**config.mk**
```make
export PLATFORM = sky130hd
export DESIGN_NAME = fhpi_host
export DESIGN_NICKNAME = d
export VERILOG_FILES = /design/src/hdl/fhpi_fifo.v /design/src/hdl/fhpi_host.v
export VERILOG_INCLUDE_DIRS = /design/src /design/src/hdl
export SDC_FILE = /design/constraint.sdc
export NUM_CORES = 1
export LEC_CHECK = 0
export BUFFER_PORTS_ARGS = -buffer_cell sky130_fd_sc_hd__buf_2
export CAP_MARGIN = 20
export CELL_PAD_IN_SITES_DETAIL_PLACEMENT = 2
export CELL_PAD_IN_SITES_GLOBAL_PLACEMENT = 2
export CORE_ASPECT_RATIO = 0.5
export CORE_MARGIN = 2
export CORE_UTILIZATION = 43
export CTS_BUF_LIST = sky130_fd_sc_hd__clkbuf_4 sky130_fd_sc_hd__clkbuf_8
export DETAILED_ROUTE_END_ITERATION = 8
export MAX_ROUTING_LAYER = met4
export PLACE_DENSITY = 0.81
export SYNTH_ARGS = -nofsm -noshare
export SYNTH_HDL_FRONTEND = slang
export SYNTH_SLANG_ARGS = --single-unit
```
**constraint.sdc**
```tcl
create_clock -name i_clk -period 3.6 [get_ports i_clk]
set_input_delay 0.36 -clock i_clk [delete_from_list [all_inputs] [get_ports i_clk]]
set_output_delay 0.36 -clock i_clk [all_outputs]
set_load 0.01 [all_outputs]
```
**src/hdl/fhpi_defines.vh**
```
// Constants shared by the flash host pin controller
`ifndef FHPI_DEFINES_VH
`define FHPI_DEFINES_VH

// -----------------------------------------------------------------
// Sector geometry
// -----------------------------------------------------------------
`define FHPI_MAIN_BYTES 12'd2048
`define FHPI_SPARE_BYTES 12'd64
`define FHPI_SECTOR_BYTES 12'd2112
`define FHPI_MARK_COL 12'h800
`define FHPI_MARK_LAST 12'h83f

// -----------------------------------------------------------------
// Command bytes
// -----------------------------------------------------------------
`define FHPI_CMD_READ 8'h00
`define FHPI_CMD_PROG 8'h10
`define FHPI_CMD_ERASE 8'h20
`define FHPI_CMD_PCONF 8'h40
`define FHPI_CMD_ECONF 8'hb0
`define FHPI_CMD_CLRST 8'h50

// -----------------------------------------------------------------
// Operation codes on the user port
// -----------------------------------------------------------------
`define FHPI_OP_READ 2'd0
`define FHPI_OP_PROG 2'd1
`define FHPI_OP_ERASE 2'd2
`define FHPI_OP_STAT 2'd3

// -----------------------------------------------------------------
// Timing, in clock cycles at 100 MHz (FHPI_STROBE_NS in ns), and program buffer size
// -----------------------------------------------------------------
`define FHPI_STROBE_NS 20
`define FHPI_STROBE_CYC 4'd2
`define FHPI_SCK_HALF 4'd4
`define FHPI_FIFO_DEPTH 16
`define FHPI_FIFO_AW 4

`endif

```
**src/hdl/fhpi_fifo.v**
```verilog
// Parameterised first-in first-out buffer on flip-flops
`timescale 1ns/10ps
`default_nettype none
module fhpi_fifo #(
    parameter WIDTH = 8,
    parameter DEPTH = 16,
    parameter AW = 4
) (
    // Clock and reset
    input wire i_clk,
    input wire i_sys_rst,
    // Write side
    input wire i_in_valid,
    input wire [WIDTH-1:0] i_in_data,
    output wire o_in_ready,
    // Read side
    output wire o_out_valid,
    output wire [WIDTH-1:0] o_out_data,
    input wire i_out_ready
);
    // -------------------------------------------------------------
    // Storage and pointers
    // -------------------------------------------------------------
    reg [WIDTH-1:0] mem [0:DEPTH-1]; // Word storage
    reg [AW-1:0] wr_ptr; // Write index
    reg [AW-1:0] rd_ptr; // Read index
    reg [AW:0] count; // Words held
    wire do_wr = i_in_valid && o_in_ready;
    wire do_rd = o_out_valid && i_out_ready;
    assign o_in_ready = (count != DEPTH[AW:0]);
    assign o_out_valid = (count != {(AW+1){1'b0}});
    assign o_out_data = mem[rd_ptr];

    // Pointer and count update
    always @(posedge i_clk)
    begin
        if (i_sys_rst)
        begin
            wr_ptr <= {AW{1'b0}};
            rd_ptr <= {AW{1'b0}};
            count <= {(AW+1){1'b0}};
        end
        else
        begin
            if (do_wr)
                wr_ptr <= wr_ptr + 1'b1;
            if (do_rd)
                rd_ptr <= rd_ptr + 1'b1;
            if (do_wr && !do_rd)
                count <= count + 1'b1;
            else if (do_rd && !do_wr)
                count <= count - 1'b1;
        end
    end

    // Word write
    always @(posedge i_clk)
    begin
        if (do_wr)
            mem[wr_ptr] <= i_in_data;
    end
endmodule
`default_nettype wire

```
**src/hdl/fhpi_host.v**
```verilog
// Host controller driving the flash byte bus, strobes and serial clock
//
// Contract
// RULE1: Whole sector is the program/erase unit
// RULE2: Device buffer holds one full sector
// RULE3: Chip select rise ends a read
// RULE4: Busy operation survives chip select rise
// RULE5: Device drives bus only with OE low
// RULE6: Command/address captured on write strobe rise
// RULE7: Data moves on serial clock rise
// RULE8: Select low for command/data, high address
// RULE9: Hold guard low through power transitions
// RULE10: Guard high during every operation
// RULE11: Ready/busy pulled low after confirm byte
// RULE12: Ready/busy released when operation completes
// RULE13: Power-on default is status read
// RULE14: Operations only after command sequence
// RULE15: Save validity marker before erase
// RULE16: Write saved marker back on program
// RULE17: Host corrects multiple bit errors (the code passes read bytes on uncorrected)
// RULE18: Bus undriven when OE and WE high
`include "fhpi_defines.vh"
`timescale 1ns/10ps
`default_nettype none
module fhpi_host (
    // Clock and reset
    input wire i_clk,
    input wire i_sys_rst,
    // User command port
    input wire i_power_good,
    input wire i_cmd_valid,
    input wire [1:0] i_cmd_op,
    input wire [15:0] i_cmd_sector,
    output reg o_cmd_ready,
    output reg o_done,
    output reg [7:0] o_status,
    // User write data stream
    input wire i_wr_valid,
    input wire [7:0] i_wr_data,
    output wire o_wr_ready,
    // User read data stream
    output reg o_rd_valid,
    output reg [7:0] o_rd_data,
    input wire i_rd_ready,
    // Saved validity marker
    output reg [7:0] o_marker,
    // Flash pins
    output reg o_chip_sel_n,
    output reg o_out_en_n,
    output reg o_wr_strobe_n,
    output reg o_command_or_address_select,
    output reg o_serial_data_clock,
    output reg o_power_guard_n,
    output reg [7:0] o_byte_bus,
    output reg o_byte_bus_oe_n,
    input wire [7:0] i_byte_bus,
    input wire i_ready_busy
);
    // -------------------------------------------------------------
    // States
    // -------------------------------------------------------------
    localparam ST_OFF = 4'd0;
    localparam ST_IDLE = 4'd1;
    localparam ST_BYTE = 4'd2;
    localparam ST_STRB = 4'd3;
    localparam ST_PREP = 4'd4;
    localparam ST_SCKH = 4'd5;
    localparam ST_SCKL = 4'd6;
    localparam ST_WBSY = 4'd7;
    localparam ST_BUSY = 4'd8;
    localparam ST_STAT = 4'd9;
    localparam ST_END = 4'd10;

    reg [3:0] state; // Controller state
    reg [1:0] op; // Operation in progress
    reg [15:0] sector; // Sector address
    reg [2:0] seq; // Command sequence step
    reg [11:0] col; // Byte within sector
    reg [3:0] tmr; // Strobe and clock timer
    reg [7:0] mark_save; // Marker held across erase
    reg [1:0] rb_sync; // Ready/busy synchroniser
    reg [1:0] pg_sync; // Power good synchroniser
    reg [7:0] bus_s1; // Byte bus first stage
    reg [7:0] bus_s2; // Byte bus second stage
    reg fifo_pop; // Pop one program byte
    wire ff_valid; // Program byte available
    wire [7:0] ff_data; // Program byte
    wire rb_ready = rb_sync[1]; // High when released (pulled up)

    // -------------------------------------------------------------
    // Program data buffer
    // -------------------------------------------------------------
    fhpi_fifo #(
        .WIDTH(8),
        .DEPTH(`FHPI_FIFO_DEPTH),
        .AW(`FHPI_FIFO_AW)
    ) u_fifo (
        .i_clk(i_clk),
        .i_sys_rst(i_sys_rst),
        .i_in_valid(i_wr_valid),
        .i_in_data(i_wr_data),
        .o_in_ready(o_wr_ready),
        .o_out_valid(ff_valid),
        .o_out_data(ff_data),
        .i_out_ready(fifo_pop)
    );

    // Sequence byte and select level for each step
    function [8:0] seq_byte;
        input [1:0] f_op;
        input [2:0] f_seq;
        input [15:0] f_sec;
        begin
            case (f_seq)
                3'd0: seq_byte = {1'b0, (f_op == `FHPI_OP_ERASE) ?
                    `FHPI_CMD_ERASE : (f_op == `FHPI_OP_PROG) ?
                    `FHPI_CMD_PROG : (f_op == `FHPI_OP_STAT) ?
                    `FHPI_CMD_CLRST : `FHPI_CMD_READ};
                3'd1: seq_byte = {1'b1, f_sec[7:0]};
                3'd2: seq_byte = {1'b1, f_sec[15:8]};
                default: seq_byte = {1'b0, (f_op == `FHPI_OP_ERASE) ?
                    `FHPI_CMD_ECONF : `FHPI_CMD_PCONF};
            endcase
        end
    endfunction

    wire [8:0] seq_word = seq_byte(op, seq, sector); // Select and byte

    // -------------------------------------------------------------
    // Input synchronisers
    // -------------------------------------------------------------
    always @(posedge i_clk)
    begin
        if (i_sys_rst)
        begin
            rb_sync <= 2'b00;
            pg_sync <= 2'b00;
            bus_s1 <= 8'h00;
            bus_s2 <= 8'h00;
        end
        else
        begin
            rb_sync <= {rb_sync[0], i_ready_busy};
            pg_sync <= {pg_sync[0], i_power_good};
            bus_s1 <= i_byte_bus;
            bus_s2 <= bus_s1;
        end
    end

    // -------------------------------------------------------------
    // Main controller
    // -------------------------------------------------------------
    always @(posedge i_clk)
    begin
        if (i_sys_rst)
        begin
            state <= ST_OFF;
            op <= 2'd0;
            sector <= 16'h0000;
            seq <= 3'd0;
            col <= 12'h000;
            tmr <= 4'h0;
            mark_save <= 8'hff;
            fifo_pop <= 1'b0;
            o_cmd_ready <= 1'b0;
            o_done <= 1'b0;
            o_status <= 8'h00;
            o_rd_valid <= 1'b0;
            o_rd_data <= 8'h00;
            o_marker <= 8'hff;
            o_chip_sel_n <= 1'b1;
            o_out_en_n <= 1'b1;
            o_wr_strobe_n <= 1'b1;
            o_command_or_address_select <= 1'b0;
            o_serial_data_clock <= 1'b0;
            o_power_guard_n <= 1'b0; // [RULE9]
            o_byte_bus <= 8'h00;
            o_byte_bus_oe_n <= 1'b1;
        end
        else
        begin
            fifo_pop <= 1'b0;
            o_done <= 1'b0;
            if (o_rd_valid && i_rd_ready)
                o_rd_valid <= 1'b0;
            if (tmr != 4'h0)
                tmr <= tmr - 1'b1;
            case (state)
                // Guard held low until supply reported good
                ST_OFF:
                begin
                    o_power_guard_n <= pg_sync[1]; // [RULE9] [RULE10]
                    if (pg_sync[1])
                    begin
                        state <= ST_IDLE;
                        o_cmd_ready <= 1'b1;
                    end
                end
                // Wait for a user request; bus released
                ST_IDLE:
                begin
                    o_chip_sel_n <= 1'b1;
                    o_byte_bus_oe_n <= 1'b1; // [RULE18]
                    if (!pg_sync[1])
                    begin
                        o_power_guard_n <= 1'b0; // [RULE9]
                        o_cmd_ready <= 1'b0;
                        state <= ST_OFF;
                    end
                    else if (i_cmd_valid)
                    begin
                        o_cmd_ready <= 1'b0;
                        op <= i_cmd_op;
                        sector <= i_cmd_sector;
                        seq <= 3'd0;
                        col <= 12'h000;
                        o_chip_sel_n <= 1'b0;
                        state <= ST_BYTE;
                    end
                end
                // Put a sequence byte on the bus, strobe low
                ST_BYTE:
                begin
                    o_command_or_address_select <= seq_word[8]; // [RULE8]
                    o_byte_bus <= seq_word[7:0]; // [RULE14]
                    o_byte_bus_oe_n <= 1'b0;
                    o_wr_strobe_n <= 1'b0;
                    tmr <= `FHPI_STROBE_CYC;
                    state <= ST_STRB;
                end
                // Raise strobe; device latches on this rise
                ST_STRB:
                begin
                    if (tmr == 4'h0)
                    begin
                        o_wr_strobe_n <= 1'b1; // [RULE6]
                        seq <= seq + 1'b1;
                        if (op == `FHPI_OP_STAT || seq == 3'd3)
                            state <= (op == `FHPI_OP_STAT) ? ST_STAT : ST_WBSY;
                        else if (seq == 3'd2 && op != `FHPI_OP_ERASE)
                            state <= ST_PREP;
                        else
                            state <= ST_BYTE;
                    end
                end
                // Set up one serial byte (read or program)
                ST_PREP:
                begin
                    o_command_or_address_select <= 1'b0; // [RULE8]
                    if (op == `FHPI_OP_READ)
                    begin
                        o_byte_bus_oe_n <= 1'b1;
                        o_out_en_n <= 1'b0; // [RULE5]
                        if (!o_rd_valid)
                        begin
                            tmr <= `FHPI_SCK_HALF;
                            state <= ST_SCKH;
                        end
                    end
                    else if (col >= `FHPI_MARK_COL && col <= `FHPI_MARK_LAST)
                    begin
                        o_byte_bus <= mark_save; // [RULE16]
                        tmr <= `FHPI_SCK_HALF;
                        state <= ST_SCKH;
                    end
                    else if (ff_valid)
                    begin
                        o_byte_bus <= ff_data;
                        fifo_pop <= 1'b1;
                        tmr <= `FHPI_SCK_HALF;
                        state <= ST_SCKH;
                    end
                end
                // Serial clock high after setup
                ST_SCKH:
                begin
                    if (tmr == 4'h0)
                    begin
                        o_serial_data_clock <= 1'b1; // [RULE7]
                        tmr <= `FHPI_SCK_HALF;
                        state <= ST_SCKL;
                    end
                end
                // Serial clock low; sample read byte, step column
                ST_SCKL:
                begin
                    if (tmr == 4'h0)
                    begin
                        o_serial_data_clock <= 1'b0;
                        if (op == `FHPI_OP_READ)
                        begin
                            o_rd_data <= bus_s2; // [RULE17]
                            o_rd_valid <= 1'b1;
                            if (col >= `FHPI_MARK_COL &&
                                col <= `FHPI_MARK_LAST)
                                o_marker <= bus_s2; // [RULE15]
                        end
                        col <= col + 1'b1;
                        if (col == `FHPI_SECTOR_BYTES - 1'b1) // [RULE1]
                        begin
                            if (op == `FHPI_OP_READ)
                            begin
                                o_chip_sel_n <= 1'b1; // [RULE3]
                                o_out_en_n <= 1'b1;
                                state <= ST_END;
                            end
                            else
                                state <= ST_BYTE; // [RULE2]
                        end
                        else
                            state <= ST_PREP;
                    end
                end
                // Wait for busy to be seen after confirm byte
                ST_WBSY:
                begin
                    o_byte_bus_oe_n <= 1'b1;
                    o_chip_sel_n <= 1'b1; // [RULE4]
                    if (op == `FHPI_OP_ERASE)
                        mark_save <= o_marker; // [RULE15]
                    if (!rb_ready) // [RULE11]
                        state <= ST_BUSY;
                end
                // Wait for release of ready/busy
                ST_BUSY:
                begin
                    if (rb_ready) // [RULE12]
                    begin
                        op <= `FHPI_OP_STAT;
                        o_chip_sel_n <= 1'b0;
                        state <= ST_STAT;
                    end
                end
                // Read status byte with OE low
                ST_STAT:
                begin
                    o_byte_bus_oe_n <= 1'b1;
                    o_out_en_n <= 1'b0; // [RULE13]
                    if (tmr == 4'h0 && !o_out_en_n)
                    begin
                        o_status <= bus_s2;
                        o_out_en_n <= 1'b1;
                        o_chip_sel_n <= 1'b1;
                        state <= ST_END;
                    end
                    else if (o_out_en_n)
                        tmr <= `FHPI_SCK_HALF;
                end
                // Report completion once the last read byte is taken
                ST_END:
                begin
                    if (!o_rd_valid)
                    begin
                        o_done <= 1'b1;
                        o_cmd_ready <= 1'b1;
                        state <= ST_IDLE;
                    end
                end
                default:
                    state <= ST_OFF;
            endcase
        end
    end
endmodule
`default_nettype wire

```
# Word-level counts from Yosys, hierarchy flattened
# Memory sizes are Yosys's and may differ from the RTL's. A register that Yosys moved wholly into a read port is not among the register bits.
# Cells that the tools add are included.
classes:
  add_sub_neg: 7
  n_lt_le_gt_ge: 2
  eq_ne: 38
  mux: 86
  bitwise: 2
  reduce_logical: 50
ops:
  columns: ["cell", "count"]
  rows:
  - ["4-bit 2-to-1 mux", 28]
  - ["4-bit case mux with 11 select lines", 1]
  - ["12-bit 2-to-1 mux", 3]
  - ["8-bit 2-to-1 mux", 4]
  - ["2-bit != test (second input constant)", 16]
  - ["9-bit case mux with 3 select lines", 1]
  - ["1-bit 2-to-1 mux", 24]
  - ["12-bit case mux with 2 select lines", 1]
  - ["7-bit 2-to-1 mux", 3]
  - ["4-bit AND reduction", 5]
  - ["4-bit by 3-bit equality test with 1-bit output (second input constant)", 4]
  - ["4-bit case mux with 4 select lines", 1]
  - ["8-bit case mux with 2 select lines", 1]
  - ["2-bit nonzero test", 8]
  - ["12-bit by 1-bit adder with 12-bit output (second input constant)", 1]
  - ["12-bit equality test (second input constant)", 1]
  - ["4-bit equality test (second input constant)", 3]
  - ["12-bit >= comparator (second input constant)", 1]
  - ["12-bit <= comparator (second input constant)", 1]
  - ["3-bit 2-to-1 mux", 4]
  - ["3-bit AND reduction", 4]
  - ["11-bit AND reduction", 1]
  - ["5-bit 2-to-1 mux", 2]
  - ["2-bit AND reduction", 5]
  - ["other kinds (36)", 62]
totals:
  ff_bits: 125
  mem_bits_rw: 128
  memories: 1
memory_table:
  columns: ["name", "words", "width", "rd", "rd_clocked_by_memory_dff", "wr", "line_no", "text"]
  rows:
  - ["u_fifo.mem", 16, 8, 1, 1, 1, "fhpi_fifo.v:24", "reg [WIDTH-1:0] mem [0:DEPTH-1];"]

# Logic depth before layout (Yosys ltp)
depth:
  word_depth: 6
  ltp_mapped: 12
  mapped_depth_nobuf: 11

# Hierarchy
# A second synthesis with hierarchy kept.
hier_totals:
  hier_cells: 895
  hier_area_um2: 10914.2
modules_own_cells:
  columns: ["module", "n_inst", "cells_per_inst", "area_each_um2", "seq_area_each_um2"]
  rows:
  - ["fhpi_fifo", 1, 311, 5761.8, 4184.0]
  - ["fhpi_host", 1, 584, 5152.4, 2242.2]

# Worst setup path after synthesis
# OpenSTA, ideal clock, no wires.
synth_timing:
  path_type: "register to register"
  startpoint: "reg u_fifo.count[0]"
  endpoint: "reg u_fifo.count[4]"
  setup_ns: 0.070
  arrival_ns: 2.642
  path_slack_ns: 0.888
  path_stages_with_launch: 12
  path_buffers: 0
  period_less_slack_ns: 2.712
  path_cell_list: "dfxtp_1 -> nor4_1 -> a21boi_1 -> inv_1 -> ha_1 -> inv_1 -> fa_1 -> a21o_1 -> a21oi_1 -> xnor2_1 -> or3_1 -> a21oi_1"
synth_via:
  elab_chain_len: 5
synth_rtl:
  columns: ["item", "line_no", "text"]
  rows:
  - ["start: declaration", "fhpi_fifo.v:27", "reg [AW:0] count;"]
  - ["start signal: assignment", "fhpi_fifo.v:41", "count <= {(AW+1){1'b0}};"]
  - ["start signal: assignment", "fhpi_fifo.v:50", "count <= count + 1'b1;"]
  - ["start signal: assignment", "fhpi_fifo.v:52", "count <= count - 1'b1;"]
  - ["branches (longest 5 deep; another with 5-bit by 1-bit subtractor with 5-bit output)", null, null]
# Parallel ways; which one is timed is not known. The select of a mux whose other input is x is not followed.
# A chain may end at the register's enable or synchronous reset.

# Worst setup path in the final report
# Same ends and word-level chain as after synthesis.

==> flow_summary_export.csv <==
group,metric,value,unit
run_status,status,"complete, no violations",
global_route,groute.usage.overall,27.11,%
floorplanning,die_h,116.5,um
placed_design,buffer_ports.inserted,83,
setup_path,critical_path.slowest_cell,"sky130_fd_sc_hd__nor4_2",
power_and_ir_drop,power.density_cell_area,565.3,nW/um^2
timing,setup_ws,375.1,ps
clocking,cts_root_buf,"sky130_fd_sc_hd__clkbuf_8",
yosys,synth.net_count,958,
timing,maxClockFrequency,310.1,MHz
clocking,clock_insertion_delay_worst_skew,570,ps
clocking,cts.htree.levels,2,
layout,antenna_cells_inserted,0,
setup_path,cp-start-kind,"flip-flop",
setup_path,worst_r2r_path_depth,11,
placed_design,placement.setup.worst_slack,410.2,ps
global_route,via_count_of_the_first_global_routing_pass,8491,
floorplanning,dieArea,26680,um^2
route,totalWireLength,34.61,mm
placed_design,hpwlAfterDp,22.57,mm
setup_path,r2r_end,"u_fifo.count[4]$_SDFFE_PP0P_",
timing,relSlewSlack,21.50,%
timing,clock_skew,33.35,ps
route,drcViolationCount,0,
power_and_ir_drop,ir_worst_vdd,282.4,uV
job,max_cap_violations,0,
clocking,cts_buffers,39,
setup_path,crit_path_cell_trace,"nor4_2 -> a21boi_1 -> inv_1 -> ha_1 -> inv_1 -> fa_1 -> a21o_1 -> a21oi_1 -> xnor2_1 -> or3_1 -> a21oi_1",
setup_path,critical-path-max-stage-delay,510,ps
setup_path,r2r_setup_slack,380,ps
route,routedWlPerCell,25.06,um
timing,setup_total_negative_slack,0,ps
setup_path,setup.worst_path.end_class,"flip-flop",
setup_path,worst-endpoint-arrival,3700,ps
floorplanning,ios,84,
timing,timing.final.crit_share,89.58,%
route,vias_per_cell,5.666,
layout,layout.cells.most_common,"sky130_fd_sc_hd__dfxtp_1",
yosys,ys_ff_latch,257,
clocking,total_clock_sinks,257,
route,routed-via-count,7825,
global_route,largest_net_degree_at_the_start_of_global_routing,60,
yosys,asyncSetResetFlopFracSynth,0,%
floorplanning,design.core.area,25030,um^2
clocking,clkSlewWorstSetupHoldPaths,70,ps
setup_path,worstSetupEndpoint,"u_fifo.count[4]$_SDFFE_PP0P_",
global_route,grt_antenna_before_repair,0,
yosys,area_of_the_mapped_netlist,10890,um^2
yosys,yosysWarningCount,0,
route,firstDrtPassIters,5,
clocking,cts_tree,"done",
hold_path,worstHoldPathType,"input port to flip-flop",
timing,timing_worst_slew_pin_value,1173,ps
setup_path,r2r-start,"u_fifo.count[0]$_SDFFE_PP0P_",
layout,syn2layout_area_growth,15.81,%
floorplanning,initial_core_util,43.49,%
layout,share_of_cells_above_drive_strength_1,23.72,%
setup_path,critPathRequiredTime,4080,ps
setup_path,worst_setup_path_startpoint,"u_fifo.count[0]$_SDFFE_PP0P_",
setup_path,worst-path-max-fanout,5,
timing,finalSetupViolCount,0,
global_route,grt_residual_overflow,0,
route,antenna_violation_net_count_after_detailed_routing,0,
placed_design,detailed_place.area,11670,um^2
global_route,grt_pass1_wl,52.20,mm
placed_design,gpl.final_weighted_congestion,0.8243,
setup_path,crit_type,"flip-flop to flip-flop",
route,drtIter0Drc,483,
floorplanning,die-width,229.0,um
yosys,synth_cells,898,
yosys,postSynthAreaPerCell,12.12,um^2
timing,hold_viol_final,0,
layout,layout.nets,1066,
yosys,synth_enable_flop_cells,128,
timing,final.min_clock_period,3225,ps
yosys,synth.distinct_cells,86,
yosys,yosysSeqAreaShare,59.03,%
yosys,synth_ff_type,"sky130_fd_sc_hd__dfxtp_1",
clocking,cts_buffer_depth,3,
timing,grt_setup_unrepaired,"false",
timing,finalHoldWorstSlack,11.50,ps
timing,maxSlewViolCount,0,
clocking,post_cts_buffers,0,
power_and_ir_drop,cellLeakagePower,4.520,nW
layout,final_cell_mix,"129 x sky130_fd_sc_hd__dfxtp_1, 128 x sky130_fd_sc_hd__edfxtp_1, 112 x sky130_fd_sc_hd__nand2_1, 82 x sky130_fd_sc_hd__buf_2, 66 x sky130_fd_sc_hd__nor2_1",
layout,final_cell_area_excluding_filler_cells,12610,um^2
floorplanning,row_count,41,
layer usage:
| layer | wire [um] | part of all wire (%) | up-vias | track usage, % |
|---|---|---|---|---|
| li1 | - | - | 3520 | - |
| met1 | 14880 | 43 | 4014 | 32.95 |
| met2 | 17180 | 50 | 213 | 46.55 |
| met3 | 1607 | 4.6 | 78 | 5.078 |
| met4 | 943 | 2.7 | 0 | 8.615 |
| met5 | 0 | 0 | - | - |
flip-flops by register name (all words and copies together) (netlist names), 2 cells and up, named ones only:
signal,count
u_fifo.count,5
seq,3
u_fifo.wr_ptr,4
u_fifo.mem,128
op,2
bus_s2,8
tmr,4
state,4
o_status,8
o_marker,8
pg_sync,2
sector,16
u_fifo.rd_ptr,4
mark_save,8
rb_sync,2
o_rd_data,8
col,12
o_byte_bus,8
bus_s1,8
kinds of logic after synthesis:
group,share of synthesized area (%)
AOI/OAI and AO/OA,9.781
xor gates and xnor gates,1.850
adders and majority gates,2.253
buffers and inverters,3.126
DFF,59.03
muxes,8.620
and+or+nand+nor,15.34
through the flow:
step,utilization [%],std cells,power [mW]
2_1_floorplan,-,898,4.125
3_3_place_gp,46.63,1299,4.408
3_5_place_dp,46.63,1299,4.491
4_1_cts,50.20,1377,7.167
5_1_grt,50.36,1381,7.431
6_report,50.36,1381,7.128
synthesized netlist by cell type, types with 3 or more instances:
cell / number / area [um^2]
sky130_fd_sc_hd__a211oi_1: 8 / 60.06
sky130_fd_sc_hd__a21o_1: 3 / 22.52
sky130_fd_sc_hd__a21oi_1: 51 / 255.2
sky130_fd_sc_hd__a221o_1: 3 / 30.03
sky130_fd_sc_hd__a22oi_1: 5 / 37.54
sky130_fd_sc_hd__a31oi_1: 6 / 37.54
sky130_fd_sc_hd__and2_1: 3 / 18.77
sky130_fd_sc_hd__buf_1: 3 / 11.26
sky130_fd_sc_hd__buf_2: 17 / 85.08
sky130_fd_sc_hd__buf_4: 6 / 45.04
sky130_fd_sc_hd__buf_6: 3 / 33.78
sky130_fd_sc_hd__clkbuf_1: 24 / 90.09
sky130_fd_sc_hd__dfxtp_1: 129 / 2582
sky130_fd_sc_hd__edfxtp_1: 128 / 3844
sky130_fd_sc_hd__ha_1: 18 / 225.2
sky130_fd_sc_hd__inv_1: 19 / 71.32
sky130_fd_sc_hd__mux2i_1: 24 / 240.2
sky130_fd_sc_hd__mux4_2: 30 / 675.7
sky130_fd_sc_hd__nand2_1: 112 / 420.4
sky130_fd_sc_hd__nand2b_1: 7 / 43.79
sky130_fd_sc_hd__nand3_1: 28 / 140.1
sky130_fd_sc_hd__nand3b_1: 3 / 22.52
sky130_fd_sc_hd__nand4_1: 6 / 37.54
sky130_fd_sc_hd__nor2_1: 66 / 247.7
sky130_fd_sc_hd__nor2b_1: 38 / 237.7
sky130_fd_sc_hd__nor3_1: 24 / 120.1
sky130_fd_sc_hd__nor3b_1: 3 / 22.52
sky130_fd_sc_hd__nor4_1: 7 / 43.79
sky130_fd_sc_hd__o21ai_0: 12 / 60.06
sky130_fd_sc_hd__o21ai_1: 3 / 15.01
sky130_fd_sc_hd__o22ai_1: 5 / 31.28
sky130_fd_sc_hd__o31ai_1: 7 / 52.55
sky130_fd_sc_hd__or3_1: 4 / 25.02
sky130_fd_sc_hd__xnor2_1: 14 / 122.6
sky130_fd_sc_hd__xor2_1: 9 / 78.83
critical path, delay by kind of cell (launching register included):
family | cells | cell delay, ps
AND/OR/NAND/NOR | 2 | 850
adder cells (fa/ha/maj) | 2 | 700
XOR/XNOR | 1 | 110
flip-flops | 1 | 380
buffers and inverters | 2 | 290
AO/OA/AOI/OAI | 4 | 810
repair_timing:
action                                  in CTS  in global routing
hold buffers                                 6                  0
hold endpoints to repair                     6                  0
endpoints found under the setup margin       0                  1
gates resized for setup                      0                  1
worst min-delay path by stage:
stage / startpoint / cells after the start / endpoint / slack [ps]
finish: i_byte_bus[1] / 2 / bus_s1[1]$_SDFF_PP0_ / 10
global route: i_byte_bus[3] / 2 / bus_s1[3]$_SDFF_PP0_ / 6
CTS: i_byte_bus[2] / 2 / bus_s1[2]$_SDFF_PP0_ / 5
detailed placement: bus_s1[4]$_SDFF_PP0_ / 1 / bus_s2[4]$_SDFF_PP0_ / 430
global placement: bus_s1[2]$_SDFF_PP0_ / 1 / bus_s2[2]$_SDFF_PP0_ / 420
floorplan: bus_s1[0]$_SDFF_PP0_ / 1 / bus_s2[0]$_SDFF_PP0_ / 410
power by group:
group / switching [mW] / total, mW / internal, mW
sequential: 0.172 / 3.37 / 3.20
clock: 1.22 / 2.65 / 1.43
combinational: 0.675 / 1.11 / 0.432
cell type report:
| cell class | count | area, um^2 |
|---|---|---|
| clock inverter | 7 | 66.31 |
| multi-input combinational | 568 | 4126 |
| inverter | 20 | 75.07 |
| tap | 344 | 430.4 |
| clock buffer | 65 | 769.5 |
| fill | 2484 | 12430 |
| sequential | 257 | 6426 |
| timing repair buffer | 120 | 714.4 |
No activity file was read; power rests on OpenSTA's default activity.
